## src/verilog/csg_pkg.sv

```systemverilog
package csg_pkg;
  // Register byte offsets, one aligned 32-bit word each.
  localparam logic [7:0] OFS_CTRL = 8'h00;
  localparam logic [7:0] OFS_STAT = 8'h04;
  localparam logic [7:0] OFS_QPOS = 8'h08;
  localparam logic [7:0] OFS_QCMP = 8'h0C;
  localparam logic [7:0] OFS_ECTL = 8'h10;
  localparam logic [7:0] OFS_E0PER = 8'h14;
  localparam logic [7:0] OFS_E0WID = 8'h18;
  localparam logic [7:0] OFS_E1PER = 8'h1C;
  localparam logic [7:0] OFS_E1WID = 8'h20;
  localparam logic [7:0] OFS_ROUTE = 8'h24;
  localparam logic [7:0] OFS_USER = 8'h28;
  localparam logic [7:0] OFS_HTIM = 8'h2C;
  localparam logic [7:0] OFS_VTIM = 8'h30;
  localparam logic [7:0] OFS_QSNAP = 8'h34;
  // Control register fields.
  localparam int CTRL_EN = 0;
  localparam int CTRL_ARST = 1;
  localparam int CTRL_SUB = 2;
  localparam int CTRL_POL = 4;
  localparam int CTRL_SRC = 5;
  localparam int CTRL_QTRG = 7;
  localparam int CTRL_FEN = 8;
  localparam int CTRL_FVAL = 9;
  localparam int CTRL_SOFT = 10;
  localparam int CTRL_STOP = 11;
  // Trigger sub-modes of the next-valid-frame mode.
  localparam logic [1:0] SUB_SINGLE = 2'h0;
  localparam logic [1:0] SUB_CONT = 2'h1;
  localparam logic [1:0] SUB_LEVEL = 2'h2;
  // Exposure control fields.
  localparam int ECTL_EN = 0;
  localparam int ECTL_EXT = 2;
  localparam int ECTL_TST = 4;
  localparam int ECTL_DIV = 8;
  localparam int ECTL_CDIV = 16;
  // Output route selector codes, three bits per output.
  localparam logic [2:0] SEL_USER = 3'h0;
  localparam logic [2:0] SEL_EXP = 3'h1;
  localparam logic [2:0] SEL_HS = 3'h5;
  localparam logic [2:0] SEL_VS = 3'h6;
  localparam logic [2:0] SEL_CLK = 3'h7;
  localparam int ROUTE_AUX = 12;
  // Bit positions in the synchronised input vector.
  localparam int SYN_W = 12;
  localparam int IX_TRIG = 0;
  localparam int IX_QA = 4;
  localparam int IX_QB = 5;
  localparam int IX_FLD = 6;
  localparam int IX_TCK = 7;
  localparam int IX_PCK = 8;
  localparam int IX_FV = 9;
  // Reset values.
  localparam logic [31:0] CTRL_RST = 32'h0000_0010;
  localparam logic [31:0] ECTL_RST = 32'h0001_0000;
  localparam logic [31:0] HTIM_RST = 32'h0010_03FF;
  localparam logic [31:0] VTIM_RST = 32'h0002_01FF;
  localparam logic [31:0] ROUTE_RST = 32'h0000_0000;
  typedef struct packed {
    logic fval;
    logic lval;
    logic dval;
  } csg_link_t;
  typedef enum logic [1:0] {ST_IDLE, ST_ARM, ST_WAIT, ST_GRAB} csg_state_t;
endpackage : csg_pkg

```

## src/verilog/csg_sync_generator.sv

```systemverilog
// Contract
// - This generator serves its own acquisition path only, with no shared state.
// - Two path trigger pins plus two shared pins are selectable trigger sources.
// - Next-valid-frame mode waits for next valid frame or field before capture.
// - Edge single-shot captures exactly one frame per configured trigger edge.
// - Edge continuous starts capture on the edge and keeps capturing.
// - Level continuous captures while the trigger stays at its active level.
// - Software selects whether high or low trigger level counts as active.
// - Asynchronous reset mode restarts the source's frame on a trigger.
// - Two exposure timers, each making two periodic exposure outputs.
// - Each timer runs from an internal clock or the external timer clock.
// - Exposure outputs route to camera control lines or auxiliary outputs.
// - Four camera control outputs carry exposure, sync or user signals.
// - Auxiliary outputs carry exposure or user; aux inputs serve many roles.
// - The generator drives one horizontal and one vertical sync output.
// - A field polarity input identifies the current interlaced field.
// - A clock goes out to the source and a source clock is accepted.
// - Quadrature decoding updates a 16-bit position counter.
// - Position is readable during capture and can trigger a capture.
// - Decoding keeps up with encoder rates up to the pixel clock.
// - Two input pins carry the first and second quadrature code bits.
//
// Decided for this implementation: the register offsets and the Wishbone slave port.
`timescale 1ns/1ps
module csg_sync_generator
  import csg_pkg::*;
(
  input wire logic clk_i, // System clock, 100 MHz.
  input wire logic rst_i, // Synchronous reset, active high.
  input wire logic wb_cyc_i, // Bus cycle.
  input wire logic wb_stb_i, // Bus strobe.
  input wire logic wb_we_i, // Write enable.
  input wire logic [7:0] wb_adr_i, // Byte address.
  input wire logic [3:0] wb_sel_i, // Byte selects.
  input wire logic [31:0] wb_dat_i, // Write data.
  output logic [31:0] wb_dat_o, // Read data.
  output logic wb_ack_o, // Acknowledge.
  input wire logic [3:0] trig_i, // Trigger pins, [1:0] own, [3:2] shared.
  input wire logic qa_i, // First quadrature code bit.
  input wire logic qb_i, // Second quadrature code bit.
  input wire logic field_i, // Field polarity pin.
  input wire logic tmr_clk_i, // External timer clock pin.
  input wire logic cam_clk_i, // Clock from the camera link.
  input wire csg_pkg::csg_link_t link_i, // Frame, line, data valid.
  output logic [3:0] cc_o, // Camera control lines 1 to 4.
  output logic [1:0] aux_o, // Auxiliary outputs.
  output logic hsync_o, // Horizontal sync to the source.
  output logic vsync_o, // Vertical sync to the source.
  output logic clk_out_o, // Clock to the source.
  output logic grab_o // High while a frame is captured.
);
  import csg_pkg::*;

  logic [SYN_W-1:0] raw;
  logic [SYN_W-1:0] s1_reg;
  logic [SYN_W-1:0] s2_reg;
  logic [SYN_W-1:0] s3_reg;
  logic [SYN_W-1:0] filt_reg;
  logic [SYN_W-1:0] filt_d_reg;
  logic [31:0] ctrl_reg;
  logic [31:0] ectl_reg;
  logic [31:0] route_reg;
  logic [31:0] user_reg;
  logic [31:0] htim_reg;
  logic [31:0] vtim_reg;
  logic [31:0] eper_reg [2];
  logic [31:0] ewid_reg [2];
  logic [15:0] qpos_reg;
  logic [15:0] qcmp_reg;
  logic [15:0] qsnap_reg;
  logic qchg_reg;
  logic soft_reg;
  logic stop_reg;
  logic act_d_reg;
  logic [31:0] rdata;
  logic wr;
  logic rd_or_wr;
  logic [7:0] wadr;
  csg_state_t state_reg;
  csg_state_t state_next;
  logic act;
  logic trig_edge;
  logic qhit;
  logic fv_rise;
  logic fv_fall;
  logic field_ok;
  logic restart;
  logic [1:0] sub;
  logic [1:0] qdir;
  logic [15:0] hcnt_reg;
  logic [15:0] vcnt_reg;
  logic [7:0] cdiv_reg;
  logic ck_reg;
  logic [7:0] tdiv_reg;
  logic itick;
  logic [15:0] ecnt_reg [2];
  logic [3:0] exp_sig;
  logic hs;
  logic vs;

  // Merges the selected byte lanes of a write into the old value.
  function automatic logic [31:0] merge(input logic [31:0] old, input logic [31:0] nw,
                                        input logic [3:0] sel);
    logic [31:0] r;
    r = old;
    for (int b = 0; b < 4; b++)
    begin
      if (sel[b])
      begin
        r[b*8 +: 8] = nw[b*8 +: 8];
      end
    end
    return r;
  endfunction : merge

  // Picks the signal that an output line carries.
  function automatic logic route(input logic [2:0] sel, input logic usr, input logic [3:0] ex,
                                 input logic h, input logic v, input logic c);
    logic r;
    r = usr;
    if (sel >= SEL_EXP && sel < SEL_HS)
    begin
      r = ex[2'(sel - SEL_EXP)];
    end
    else if (sel == SEL_HS)
    begin
      r = h;
    end
    else if (sel == SEL_VS)
    begin
      r = v;
    end
    else if (sel == SEL_CLK)
    begin
      r = c;
    end
    return r;
  endfunction : route

  // Gray step decode: bit 0 forward, bit 1 reverse, none on a skip.
  function automatic logic [1:0] qstep(input logic [1:0] p, input logic [1:0] c);
    logic [1:0] r;
    r = 2'h0;
    unique case ({p, c})
      4'b0001, 4'b0111, 4'b1110, 4'b1000: r = 2'h1;
      4'b0100, 4'b1101, 4'b1011, 4'b0010: r = 2'h2;
      default: r = 2'h0;
    endcase
    return r;
  endfunction : qstep

  assign raw = {link_i.dval, link_i.lval, link_i.fval, cam_clk_i, tmr_clk_i, field_i, qb_i, qa_i, trig_i};

  // sync then filter
  // Two flops, then a bit only moves after two equal samples.
  // This swallows single-cycle glitches at the cost of two cycles of latency.
  always_ff @(posedge clk_i)
  begin
    if (rst_i)
    begin
      s1_reg <= '0;
      s2_reg <= '0;
      s3_reg <= '0;
      filt_reg <= '0;
      filt_d_reg <= '0;
    end
    else
    begin
      s1_reg <= raw;
      s2_reg <= s1_reg;
      s3_reg <= s2_reg;
      filt_reg <= (s2_reg & s3_reg) | (filt_reg & (s2_reg | s3_reg));
      filt_d_reg <= filt_reg;
    end
  end

  // Bus decode; every access is answered, unmapped ones read zero.
  assign rd_or_wr = wb_cyc_i && wb_stb_i && !wb_ack_o;
  assign wr = rd_or_wr && wb_we_i;
  assign wadr = {wb_adr_i[7:2], 2'b00};

  // Acknowledge and read data one cycle after the strobe.
  always_ff @(posedge clk_i)
  begin
    if (rst_i)
    begin
      wb_ack_o <= 1'b0;
      wb_dat_o <= '0;
    end
    else
    begin
      wb_ack_o <= rd_or_wr;
      wb_dat_o <= rd_or_wr ? rdata : 32'h0000_0000;
    end
  end

  // configuration registers
  // Configuration registers written by software.
  always_ff @(posedge clk_i)
  begin
    if (rst_i)
    begin
      ctrl_reg <= CTRL_RST;
      ectl_reg <= ECTL_RST;
      route_reg <= ROUTE_RST;
      user_reg <= '0;
      htim_reg <= HTIM_RST;
      vtim_reg <= VTIM_RST;
      qcmp_reg <= '0;
      for (int t = 0; t < 2; t++)
      begin
        eper_reg[t] <= '0;
        ewid_reg[t] <= '0;
      end
    end
    else if (wr)
    begin
      unique case (wadr)
        OFS_CTRL: ctrl_reg <= merge(ctrl_reg, wb_dat_i, wb_sel_i) & 32'h0000_03FF;
        OFS_QCMP: qcmp_reg <= 16'(merge({16'h0000, qcmp_reg}, wb_dat_i, wb_sel_i));
        OFS_ECTL: ectl_reg <= merge(ectl_reg, wb_dat_i, wb_sel_i);
        OFS_E0PER: eper_reg[0] <= merge(eper_reg[0], wb_dat_i, wb_sel_i);
        OFS_E0WID: ewid_reg[0] <= merge(ewid_reg[0], wb_dat_i, wb_sel_i);
        OFS_E1PER: eper_reg[1] <= merge(eper_reg[1], wb_dat_i, wb_sel_i);
        OFS_E1WID: ewid_reg[1] <= merge(ewid_reg[1], wb_dat_i, wb_sel_i);
        OFS_ROUTE: route_reg <= merge(route_reg, wb_dat_i, wb_sel_i);
        OFS_USER: user_reg <= merge(user_reg, wb_dat_i, wb_sel_i);
        OFS_HTIM: htim_reg <= merge(htim_reg, wb_dat_i, wb_sel_i);
        OFS_VTIM: vtim_reg <= merge(vtim_reg, wb_dat_i, wb_sel_i);
        default: ;
      endcase
    end
  end

  // Soft trigger and stop are one-cycle pulses; they read back as zero.
  always_ff @(posedge clk_i)
  begin
    if (rst_i)
    begin
      soft_reg <= 1'b0;
      stop_reg <= 1'b0;
    end
    else
    begin
      soft_reg <= wr && wadr == OFS_CTRL && wb_sel_i[1] && wb_dat_i[CTRL_SOFT];
      stop_reg <= wr && wadr == OFS_CTRL && wb_sel_i[1] && wb_dat_i[CTRL_STOP];
    end
  end

  // Read multiplexer.
  always_comb
  begin
    rdata = 32'h0000_0000;
    unique case (wadr)
      OFS_CTRL: rdata = ctrl_reg;
      OFS_STAT: rdata = {17'h00000, filt_reg[IX_TCK], filt_reg[IX_QB], filt_reg[IX_QA],
                         filt_reg[IX_TRIG +: 4], 2'h0, act, filt_reg[IX_FV], filt_reg[IX_FLD],
                         state_reg == ST_ARM, state_reg == ST_WAIT, grab_o};
      OFS_QPOS: rdata = {16'h0000, qpos_reg};
      OFS_QCMP: rdata = {16'h0000, qcmp_reg};
      OFS_ECTL: rdata = ectl_reg;
      OFS_E0PER: rdata = eper_reg[0];
      OFS_E0WID: rdata = ewid_reg[0];
      OFS_E1PER: rdata = eper_reg[1];
      OFS_E1WID: rdata = ewid_reg[1];
      OFS_ROUTE: rdata = route_reg;
      OFS_USER: rdata = user_reg;
      OFS_HTIM: rdata = htim_reg;
      OFS_VTIM: rdata = vtim_reg;
      OFS_QSNAP: rdata = {16'h0000, qsnap_reg};
      default: rdata = 32'h0000_0000;
    endcase
  end

  assign qdir = qstep({filt_d_reg[IX_QA], filt_d_reg[IX_QB]}, {filt_reg[IX_QA], filt_reg[IX_QB]});

  // per-cycle decode
  // Sampling at the system clock keeps up with code steps up to one per system cycle, as each code bit then holds two cycles, so the filter passes them.
  // A bus write to the position wins over a step in the same cycle.
  always_ff @(posedge clk_i)
  begin
    if (rst_i)
    begin
      qpos_reg <= '0;
      qchg_reg <= 1'b0;
    end
    else
    begin
      qchg_reg <= qdir != 2'h0;
      if (wr && wadr == OFS_QPOS)
      begin
        qpos_reg <= 16'(merge({16'h0000, qpos_reg}, wb_dat_i, wb_sel_i));
      end
      else if (qdir[0])
      begin
        qpos_reg <= qpos_reg + 16'h0001;
      end
      else if (qdir[1])
      begin
        qpos_reg <= qpos_reg - 16'h0001;
      end
    end
  end

  assign qhit = qchg_reg && qpos_reg == qcmp_reg;

  assign act = filt_reg[IX_TRIG + int'(ctrl_reg[CTRL_SRC +: 2])] == ctrl_reg[CTRL_POL];
  assign trig_edge = (act && !act_d_reg) || soft_reg || (ctrl_reg[CTRL_QTRG] && qhit);
  assign sub = ctrl_reg[CTRL_SUB +: 2];
  assign fv_rise = filt_reg[IX_FV] && !filt_d_reg[IX_FV];
  assign fv_fall = !filt_reg[IX_FV] && filt_d_reg[IX_FV];
  assign field_ok = !ctrl_reg[CTRL_FEN] || filt_reg[IX_FLD] == ctrl_reg[CTRL_FVAL];
  assign restart = state_reg == ST_ARM && ctrl_reg[CTRL_ARST] && trig_edge;

  // Previous active level for edge detection.
  always_ff @(posedge clk_i)
  begin
    if (rst_i)
    begin
      act_d_reg <= 1'b0;
    end
    else
    begin
      act_d_reg <= act;
    end
  end

  // Capture sequencer.
  always_comb
  begin
    state_next = state_reg;
    unique case (state_reg)
      ST_IDLE:
      begin
        state_next = ST_ARM;
      end
      ST_ARM:
      begin
        if ((sub == SUB_LEVEL && !ctrl_reg[CTRL_ARST]) ? act : trig_edge)
        begin
          state_next = ST_WAIT;
        end
      end
      ST_WAIT:
      begin
        if (sub == SUB_LEVEL && !ctrl_reg[CTRL_ARST] && !act)
        begin
          state_next = ST_ARM;
        end
        else if (fv_rise && field_ok)
        begin
          state_next = ST_GRAB;
        end
      end
      ST_GRAB:
      begin
        if (fv_fall)
        begin
          if (ctrl_reg[CTRL_ARST] || sub == SUB_SINGLE)
          begin
            state_next = ST_ARM;
          end
          else if (sub == SUB_LEVEL && !act)
          begin
            state_next = ST_ARM;
          end
          else
          begin
            state_next = ST_WAIT;
          end
        end
      end
    endcase
    if (!ctrl_reg[CTRL_EN] || stop_reg)
    begin
      state_next = ST_IDLE;
    end
  end

  // path-local state
  // State, capture flag and the position snapshot at capture start.
  always_ff @(posedge clk_i)
  begin
    if (rst_i)
    begin
      state_reg <= ST_IDLE;
      grab_o <= 1'b0;
      qsnap_reg <= '0;
    end
    else
    begin
      state_reg <= state_next;
      grab_o <= state_next == ST_GRAB;
      if (state_reg == ST_WAIT && state_next == ST_GRAB)
      begin
        qsnap_reg <= qpos_reg;
      end
    end
  end

  // sync counters
  // A restart forces both counters to zero so a fresh vertical pulse starts.
  always_ff @(posedge clk_i)
  begin
    if (rst_i || restart)
    begin
      hcnt_reg <= '0;
      vcnt_reg <= '0;
    end
    else if (hcnt_reg >= htim_reg[15:0])
    begin
      hcnt_reg <= '0;
      vcnt_reg <= (vcnt_reg >= vtim_reg[15:0]) ? 16'h0000 : vcnt_reg + 16'h0001;
    end
    else
    begin
      hcnt_reg <= hcnt_reg + 16'h0001;
    end
  end

  assign hs = hcnt_reg < htim_reg[31:16];
  assign vs = vcnt_reg < vtim_reg[31:16];

  // clock to source
  // Half period is the divider plus one system cycle.
  always_ff @(posedge clk_i)
  begin
    if (rst_i)
    begin
      cdiv_reg <= '0;
      ck_reg <= 1'b0;
    end
    else if (cdiv_reg >= ectl_reg[ECTL_CDIV +: 8])
    begin
      cdiv_reg <= '0;
      ck_reg <= !ck_reg;
    end
    else
    begin
      cdiv_reg <= cdiv_reg + 8'h01;
    end
  end

  // Internal timer clock: one tick every divider plus one cycles.
  always_ff @(posedge clk_i)
  begin
    if (rst_i || tdiv_reg >= ectl_reg[ECTL_DIV +: 8])
    begin
      tdiv_reg <= '0;
    end
    else
    begin
      tdiv_reg <= tdiv_reg + 8'h01;
    end
  end

  assign itick = tdiv_reg >= ectl_reg[ECTL_DIV +: 8];

  // two exposure timers
  // In trigger-start mode a timer parks at its period until a trigger.
  // Widths are expected not to exceed the period.
  always_ff @(posedge clk_i)
  begin
    for (int t = 0; t < 2; t++)
    begin
      if (rst_i || !ectl_reg[ECTL_EN + t])
      begin
        ecnt_reg[t] <= '0;
      end
      else if (ectl_reg[ECTL_TST + t] && trig_edge)
      begin
        ecnt_reg[t] <= '0;
      end
      else if (ectl_reg[ECTL_EXT + t] ? (filt_reg[IX_TCK] && !filt_d_reg[IX_TCK]) : itick)
      begin
        if (ecnt_reg[t] < eper_reg[t][15:0])
        begin
          ecnt_reg[t] <= ecnt_reg[t] + 16'h0001;
        end
        else if (!ectl_reg[ECTL_TST + t])
        begin
          ecnt_reg[t] <= '0;
        end
      end
    end
  end

  // Two exposure signals per timer, each with its own width.
  always_comb
  begin
    for (int t = 0; t < 2; t++)
    begin
      exp_sig[2*t] = ectl_reg[ECTL_EN + t] && ecnt_reg[t] < ewid_reg[t][15:0];
      exp_sig[2*t+1] = ectl_reg[ECTL_EN + t] && ecnt_reg[t] < ewid_reg[t][31:16];
    end
  end

  // routed and sync outputs
  // Auxiliary outputs may only carry exposure or user levels.
  always_ff @(posedge clk_i)
  begin
    if (rst_i)
    begin
      cc_o <= '0;
      aux_o <= '0;
      hsync_o <= 1'b0;
      vsync_o <= 1'b0;
      clk_out_o <= 1'b0;
    end
    else
    begin
      for (int i = 0; i < 4; i++)
      begin
        cc_o[i] <= route(route_reg[3*i +: 3], user_reg[i], exp_sig, hs, vs, ck_reg);
      end
      for (int i = 0; i < 2; i++)
      begin
        aux_o[i] <= route(route_reg[ROUTE_AUX + 3*i +: 3] > 3'h4 ? SEL_USER :
                          route_reg[ROUTE_AUX + 3*i +: 3], user_reg[4+i], exp_sig, 1'b0, 1'b0, 1'b0);
      end
      hsync_o <= hs;
      vsync_o <= vs;
      clk_out_o <= ck_reg;
    end
  end

endmodule : csg_sync_generator

```

## config.mk

```make
export PLATFORM = sky130hd
export DESIGN_NAME = csg_sync_generator
export DESIGN_NICKNAME = d
export VERILOG_FILES = /design/src/verilog/csg_pkg.sv /design/src/verilog/csg_sync_generator.sv
export SDC_FILE = /design/constraint.sdc
export NUM_CORES = 1
export LEC_CHECK = 0
export ABC_AREA = 1
export BUFFER_PORTS_ARGS = -buffer_cell sky130_fd_sc_hd__buf_2
export CORE_ASPECT_RATIO = 1.75
export CORE_MARGIN = 1
export CORE_UTILIZATION = 58
export CTS_CLUSTER_DIAMETER = 30
export DETAILED_ROUTE_END_ITERATION = 10
export GPL_TIMING_DRIVEN = 1
export PLACE_DENSITY = 0.75
export SYNTH_ARGS = -nofsm -noshare
export SYNTH_HDL_FRONTEND = slang
export SYNTH_SLANG_ARGS = --single-unit
```

## constraint.sdc

```tcl
create_clock -name clk_i -period 3.5 [get_ports clk_i]
set_input_delay 0.7 -clock clk_i [delete_from_list [all_inputs] [get_ports clk_i]]
set_output_delay 0.7 -clock clk_i [all_outputs]
set_load 0.02 [all_outputs]
```

# --- After elaboration in Yosys (flattened, before gate mapping) ---
# Memory sizes are Yosys's and may differ from the RTL's. A register that Yosys moved wholly into a read port is not among the register bits.
# Cells that the tools add are included.
totals:
  regBits: 374
  latchBits: 0
  ramBits: 160
  romBits: 32
  output_inout_bits: 43
  wordCells: 428
  mem_count: 4
op_classes:
  addsub: 14
  multipliers: 0
  div: 0
  order_cmp: 33
  n_eq_ne: 41
  shifts: 0
  mux: 183
  n_bitwise: 15
  reduce_logical: 88
memory_table:
  columns: ["memory", "depth", "width", "read_ports", "rd_clocked_by_memory_dff", "wr", "line_no", "rtl"]
  rows:
  - ["eper_reg", 2, 32, 2, 0, 2, "csg_sync_generator.sv:66", "logic [31:0] eper_reg [2];"]
  - ["ewid_reg", 2, 32, 2, 0, 2, "csg_sync_generator.sv:67", "logic [31:0] ewid_reg [2];"]
  - ["(no name shown)", 16, 2, 1, 1, 0, "csg_sync_generator.sv:144", "unique case ({p, c})"]
  - ["ecnt_reg", 2, 16, 2, 0, 2, "csg_sync_generator.sv:96", "logic [15:0] ecnt_reg [2];"]
op_table:
  columns: ["cell", "count"]
  rows:
  - ["2-to-1 mux 8 bit", 66]
  - ["one-hot mux 32 bit (14 select lines)", 1]
  - ["2-to-1 mux 16 bit", 10]
  - ["less-than comparator 16 bit", 8]
  - ["2-to-1 mux 32 bit", 4]
  - ["2-to-1 mux 1 bit", 84]
  - ["adder 16 x 1 -> 16 bit (second input constant)", 5]
  - ["AND reduction 3 bit", 24]
  - ["== test 3 bit (second input constant)", 18]
  - ["== test 6 x 4 -> 1 bit (second input constant)", 6]
  - ["logical AND 1 bit", 33]
  - [">= comparator 16 bit", 2]
  - ["bitwise AND 12 bit", 2]
  - ["== test 6 x 3 -> 1 bit (second input constant)", 4]
  - ["bitwise OR 12 bit", 2]
  - [">= comparator 3 x 1 -> 1 bit (second input constant)", 6]
  - ["less-than comparator 2 x 3 -> 1 bit (second input constant)", 6]
  - ["less-than comparator 3 bit (second input constant)", 6]
  - ["adder 8 x 1 -> 8 bit (second input constant)", 2]
  - ["== test 16 bit", 1]
  - [">= comparator 8 bit", 2]
  - ["subtractor 16 x 1 -> 16 bit (second input constant)", 1]
  - ["binary-select mux 1 bit (select 2 bit)", 7]
  - ["2-to-1 mux 2 bit", 7]
  - ["22 further kinds", 67]

# --- Depth between registers and ports, before layout ---
depth:
  word_depth: 13
  ltp_mapped: 15
  mapped_depth_nobuf: 15

# --- Least setup slack after synthesis ---
# Ideal clock, no wire load.
synth_path:
  kind: "input to register"
  startpoint: "input port wb_adr_i[7]"
  endpoint: "memory eper_reg[0][10], enable pin"
  setup_ns: 0.384
  arrival_time_ns: 2.133
  required_ns: 3.116
  setup_slack_ns: 0.983
  stages: 6
  n_path_buf: 1
  path_cell_list: "nor2_4 > nand3_1 > nor2_1 > clkbuf_1 > nand2_1 > o21ai_0"
synth_lines:
  columns: ["item", "line_no", "rtl"]
  rows:
  - ["from (decl)", "csg_sync_generator.sv:33", "input wire logic [7:0] wb_adr_i,"]
  - ["to (decl)", "csg_sync_generator.sv:66", null]

==> qor.txt <==
# setup viols final: 0
syn nets: 3,502
number of synthesized flops with an enable pin: 160
fin area: 30,600 um2
period utilisation layout: 90.3%
unrepaired setup endpoints after global routing: no
CTS tree: done
Critical Path Sink: ecnt_reg[1][2]$_SDFFCE_PP0P_
Area contributors post-synth: dfxtp_1, edfxtp_1, ha_1
number of remaining DRC errors: 0
clock sinks: 516
Yosys reg bits: 516
RD Place Congestion: 1.04
main flop type after synthesis: dfxtp_1
chip height: 286 um
worst ir drop on vdd: 0.508 mV
Worst Hold Class: in -> reg
# hold bufs at CTS: 0
Post-synth ARST share: 0%
TritonCTS buffer count: 82
Via Count: 24,683
WL per Instance: 25.4 um
share of the synthesized area in the top cell type: 26.6%
Final Max Slew Viols: 0
area of the core: 45,400 um2
io pins: 104
post-synthesis cell count: 3,236
Post-DRT Antenna Nets: 0
Seq/Total Area, Yosys: 44.5%
Initial Util: 59.1%
Setup crit start kind: register
Crit path required time: 3.74 ns
largest net degree at the start of global routing: 60
Port Buffers: 98
Slew headroom: 41.6%
Post-Route WL: 102 mm
cell area after placement: 27,800 um2
layout cell share with drive strength beyond 1: 11.3%
Vias/cell: 6.16
die area: 47,100 um2
RR Endpoint: ecnt_reg[1][2]$_SDFFCE_PP0P_
Die X: 164 um
clock tree buffer depth: 3
r2r setup slk: 0.34 ns
worst setup path start: ectl_reg[11]$_SDFFE_PP0P_
gr ovfl total: 0
post-route worst setup slack: 0.339 ns
Syn Std Cell Area: 26,800 um2
pre-CTS setup slack: 0.625 ns
fmax: 316 MHz
FF-to-FF path depth: 10
Post-Syn Area per Cell: 8.28 um2
WP data arrival: 3.40 ns
fin nets: 3,626
Worst-Margin Slew: 0.870 ns
Clock Tree Root: clkbuf_16
Pleak: 13.0 nW
Setup Crit Path Kind: reg -> reg
fin crit period: 3.16 ns
first-pass GRT wire length: 148 mm
leading area contributor after synthesis: dfxtp_1
Post-Layout Cell Count: 4,008
Max Cap Viol: 0
Clock Pin Slew Worst Setup and Hold Paths: 0.06 ns
DRT Pass-1 Iters: 6
HPWL after detailed placement: 75.6 mm
WHS Path Cells: 3
power per cell area: 495 nW/um2
Worst Setup End Kind: register
Post-Place Cells: 3,853
initial antenna violation count: 4
Setup TNS: 0 ns
Cell variety after synth: 61
vias in the first global route: 24,039
hold_ws: 0.290 ns
initial detailed-routing violation count: 2,720
status: finished, final reports clean
CTS HTree Levels: 3
worst-skew pair later-pin latency: 0.62 ns
Setup Skew: 0.0357 ns
Core Rows: 103
endpoints failing hold: 0
Ys Warns: 0
Post-CTS Resized: 0
Area growth syn-to-layout: 14.2%
total setup buffers inserted after CTS: 0
Worst R2R Start: ectl_reg[11]$_SDFFE_PP0P_
critical path peak fanout: 16
total track usage: 43.5%
-- cell families (layout without fill, tap and decap cells) --
logic type | Yosys count | after routing | share of synthesized area [%]
XOR/XNOR | 62 | 62 | 2.03
flip-flops | 516 | 516 | 44.5
AO/OA/AOI/OAI | 873 | 873 | 18.1
buffers and inverters | 555 | 746 | 8.32
adder cells (fa/ha/maj) | 207 | 207 | 9.68
AND/OR/NAND/NOR | 1023 | 1023 | 17.3
other | 0 | 4 | 0
-- per-layer routing --
layer	vias up	track usage (%)	routed length (um)
li1	11286	-	-
met1	11536	45.1	33600
met2	1381	72.5	48100
met3	480	9.00	8430
met4	0	41.0	11700
met5	-	0	0
-- critical path, cell delays in order, from the launching register on --
cell and delay (ns):
dfxtp_1 0.32, inv_1 0.21, ha_1 0.39, nand2_1 0.08, o21ai_0 0.20, nand2_1 0.10
nand3_1 0.39, nor2_1 0.08, a21oi_1 0.36, nand2_1 0.10, nand2_1 0.55
-- placed cells by master (no fill, tap or decap), drive strengths merged, types with 4 or more instances in the layout --
| master | count |
|---|---|
| or2 | 9 |
| nand3b | 18 |
| xor2 | 42 |
| a221oi | 22 |
| o22ai | 27 |
| o2111ai | 12 |
| nor3b | 9 |
| a21boi | 6 |
| nor2 | 301 |
| o31ai | 4 |
| clkbuf | 91 |
| a22oi | 24 |
| inv | 470 |
| o221ai | 4 |
| nor4 | 11 |
| a211oi | 9 |
| ha | 204 |
| nand2 | 474 |
| edfxtp | 160 |
| xnor2 | 20 |
| clkinvlp | 5 |
| o21a | 8 |
| nand4 | 31 |
| o211ai | 28 |
| a31oi | 22 |
| buf | 149 |
| dfxtp | 356 |
| nand3 | 134 |
| nor3 | 32 |
| a21oi | 391 |
| diode | 4 |
| clkinv | 29 |
| o21ai | 302 |
-- worst min-delay path by stage --
stage                                     from              endpoint  slack (ns)
after floorplan           s1_reg[0]$_SDFF_PP0_  s2_reg[0]$_SDFF_PP0_        0.39
after global placement    s1_reg[1]$_SDFF_PP0_  s2_reg[1]$_SDFF_PP0_        0.39
after detailed placement  s1_reg[1]$_SDFF_PP0_  s2_reg[1]$_SDFF_PP0_        0.40
after CTS                            trig_i[0]  s1_reg[0]$_SDFF_PP0_        0.28
after global routing                 trig_i[3]  s1_reg[3]$_SDFF_PP0_        0.29
final                                trig_i[3]  s1_reg[3]$_SDFF_PP0_        0.29
-- stage by stage --
| step | total power (W) | util, % |
|---|---|---|
| final | 0.0151 | 67.5 |
| after global routing | 0.0155 | 67.4 |
| after CTS | 0.0151 | 67.4 |
| after detailed placement | 0.00715 | 61.4 |
| after global placement | 0.00713 | 61.4 |
| after floorplan | 0.00683 | - |
-- power by group --
| group | leakage (nW) | total [W] | internal (W) | switching (W) |
|---|---|---|---|---|
| clock network | 1.35 | 0.00808 | 0.00479 | 0.00329 |
| logic | 7.11 | 0.000696 | 0.000185 | 0.000511 |
| registers | 4.56 | 0.00636 | 0.00625 | 0.000103 |
| total | 13.0 | 0.0151 | 0.0112 | 0.00390 |
-- cell type report --
cell class | instances | area (um2)
Clock inverter | 60 | 581
Clock buffer | 91 | 2170
Timing Repair Buffer | 149 | 873
Sequential cell | 516 | 11900
Inverter | 446 | 1680
Multi-Input combinational cell | 2165 | 12600
Fill cell | 3822 | 14800
Antenna cell | 4 | 10.0
Tap cell | 577 | 722
-- synth_stat cells, types with 24 or more instances --
cell,n
nand4_1,29
ha_1,204
nor3_1,27
edfxtp_1,160
nor2_1,269
o211ai_1,28
buf_2,47
inv_1,419
o22ai_1,27
a22oi_1,24
a21oi_1,387
o21ai_0,291
dfxtp_1,356
xor2_1,42
nand2_1,464
nand3_1,130
clkbuf_1,42
(Power assumes the default switching activity.)
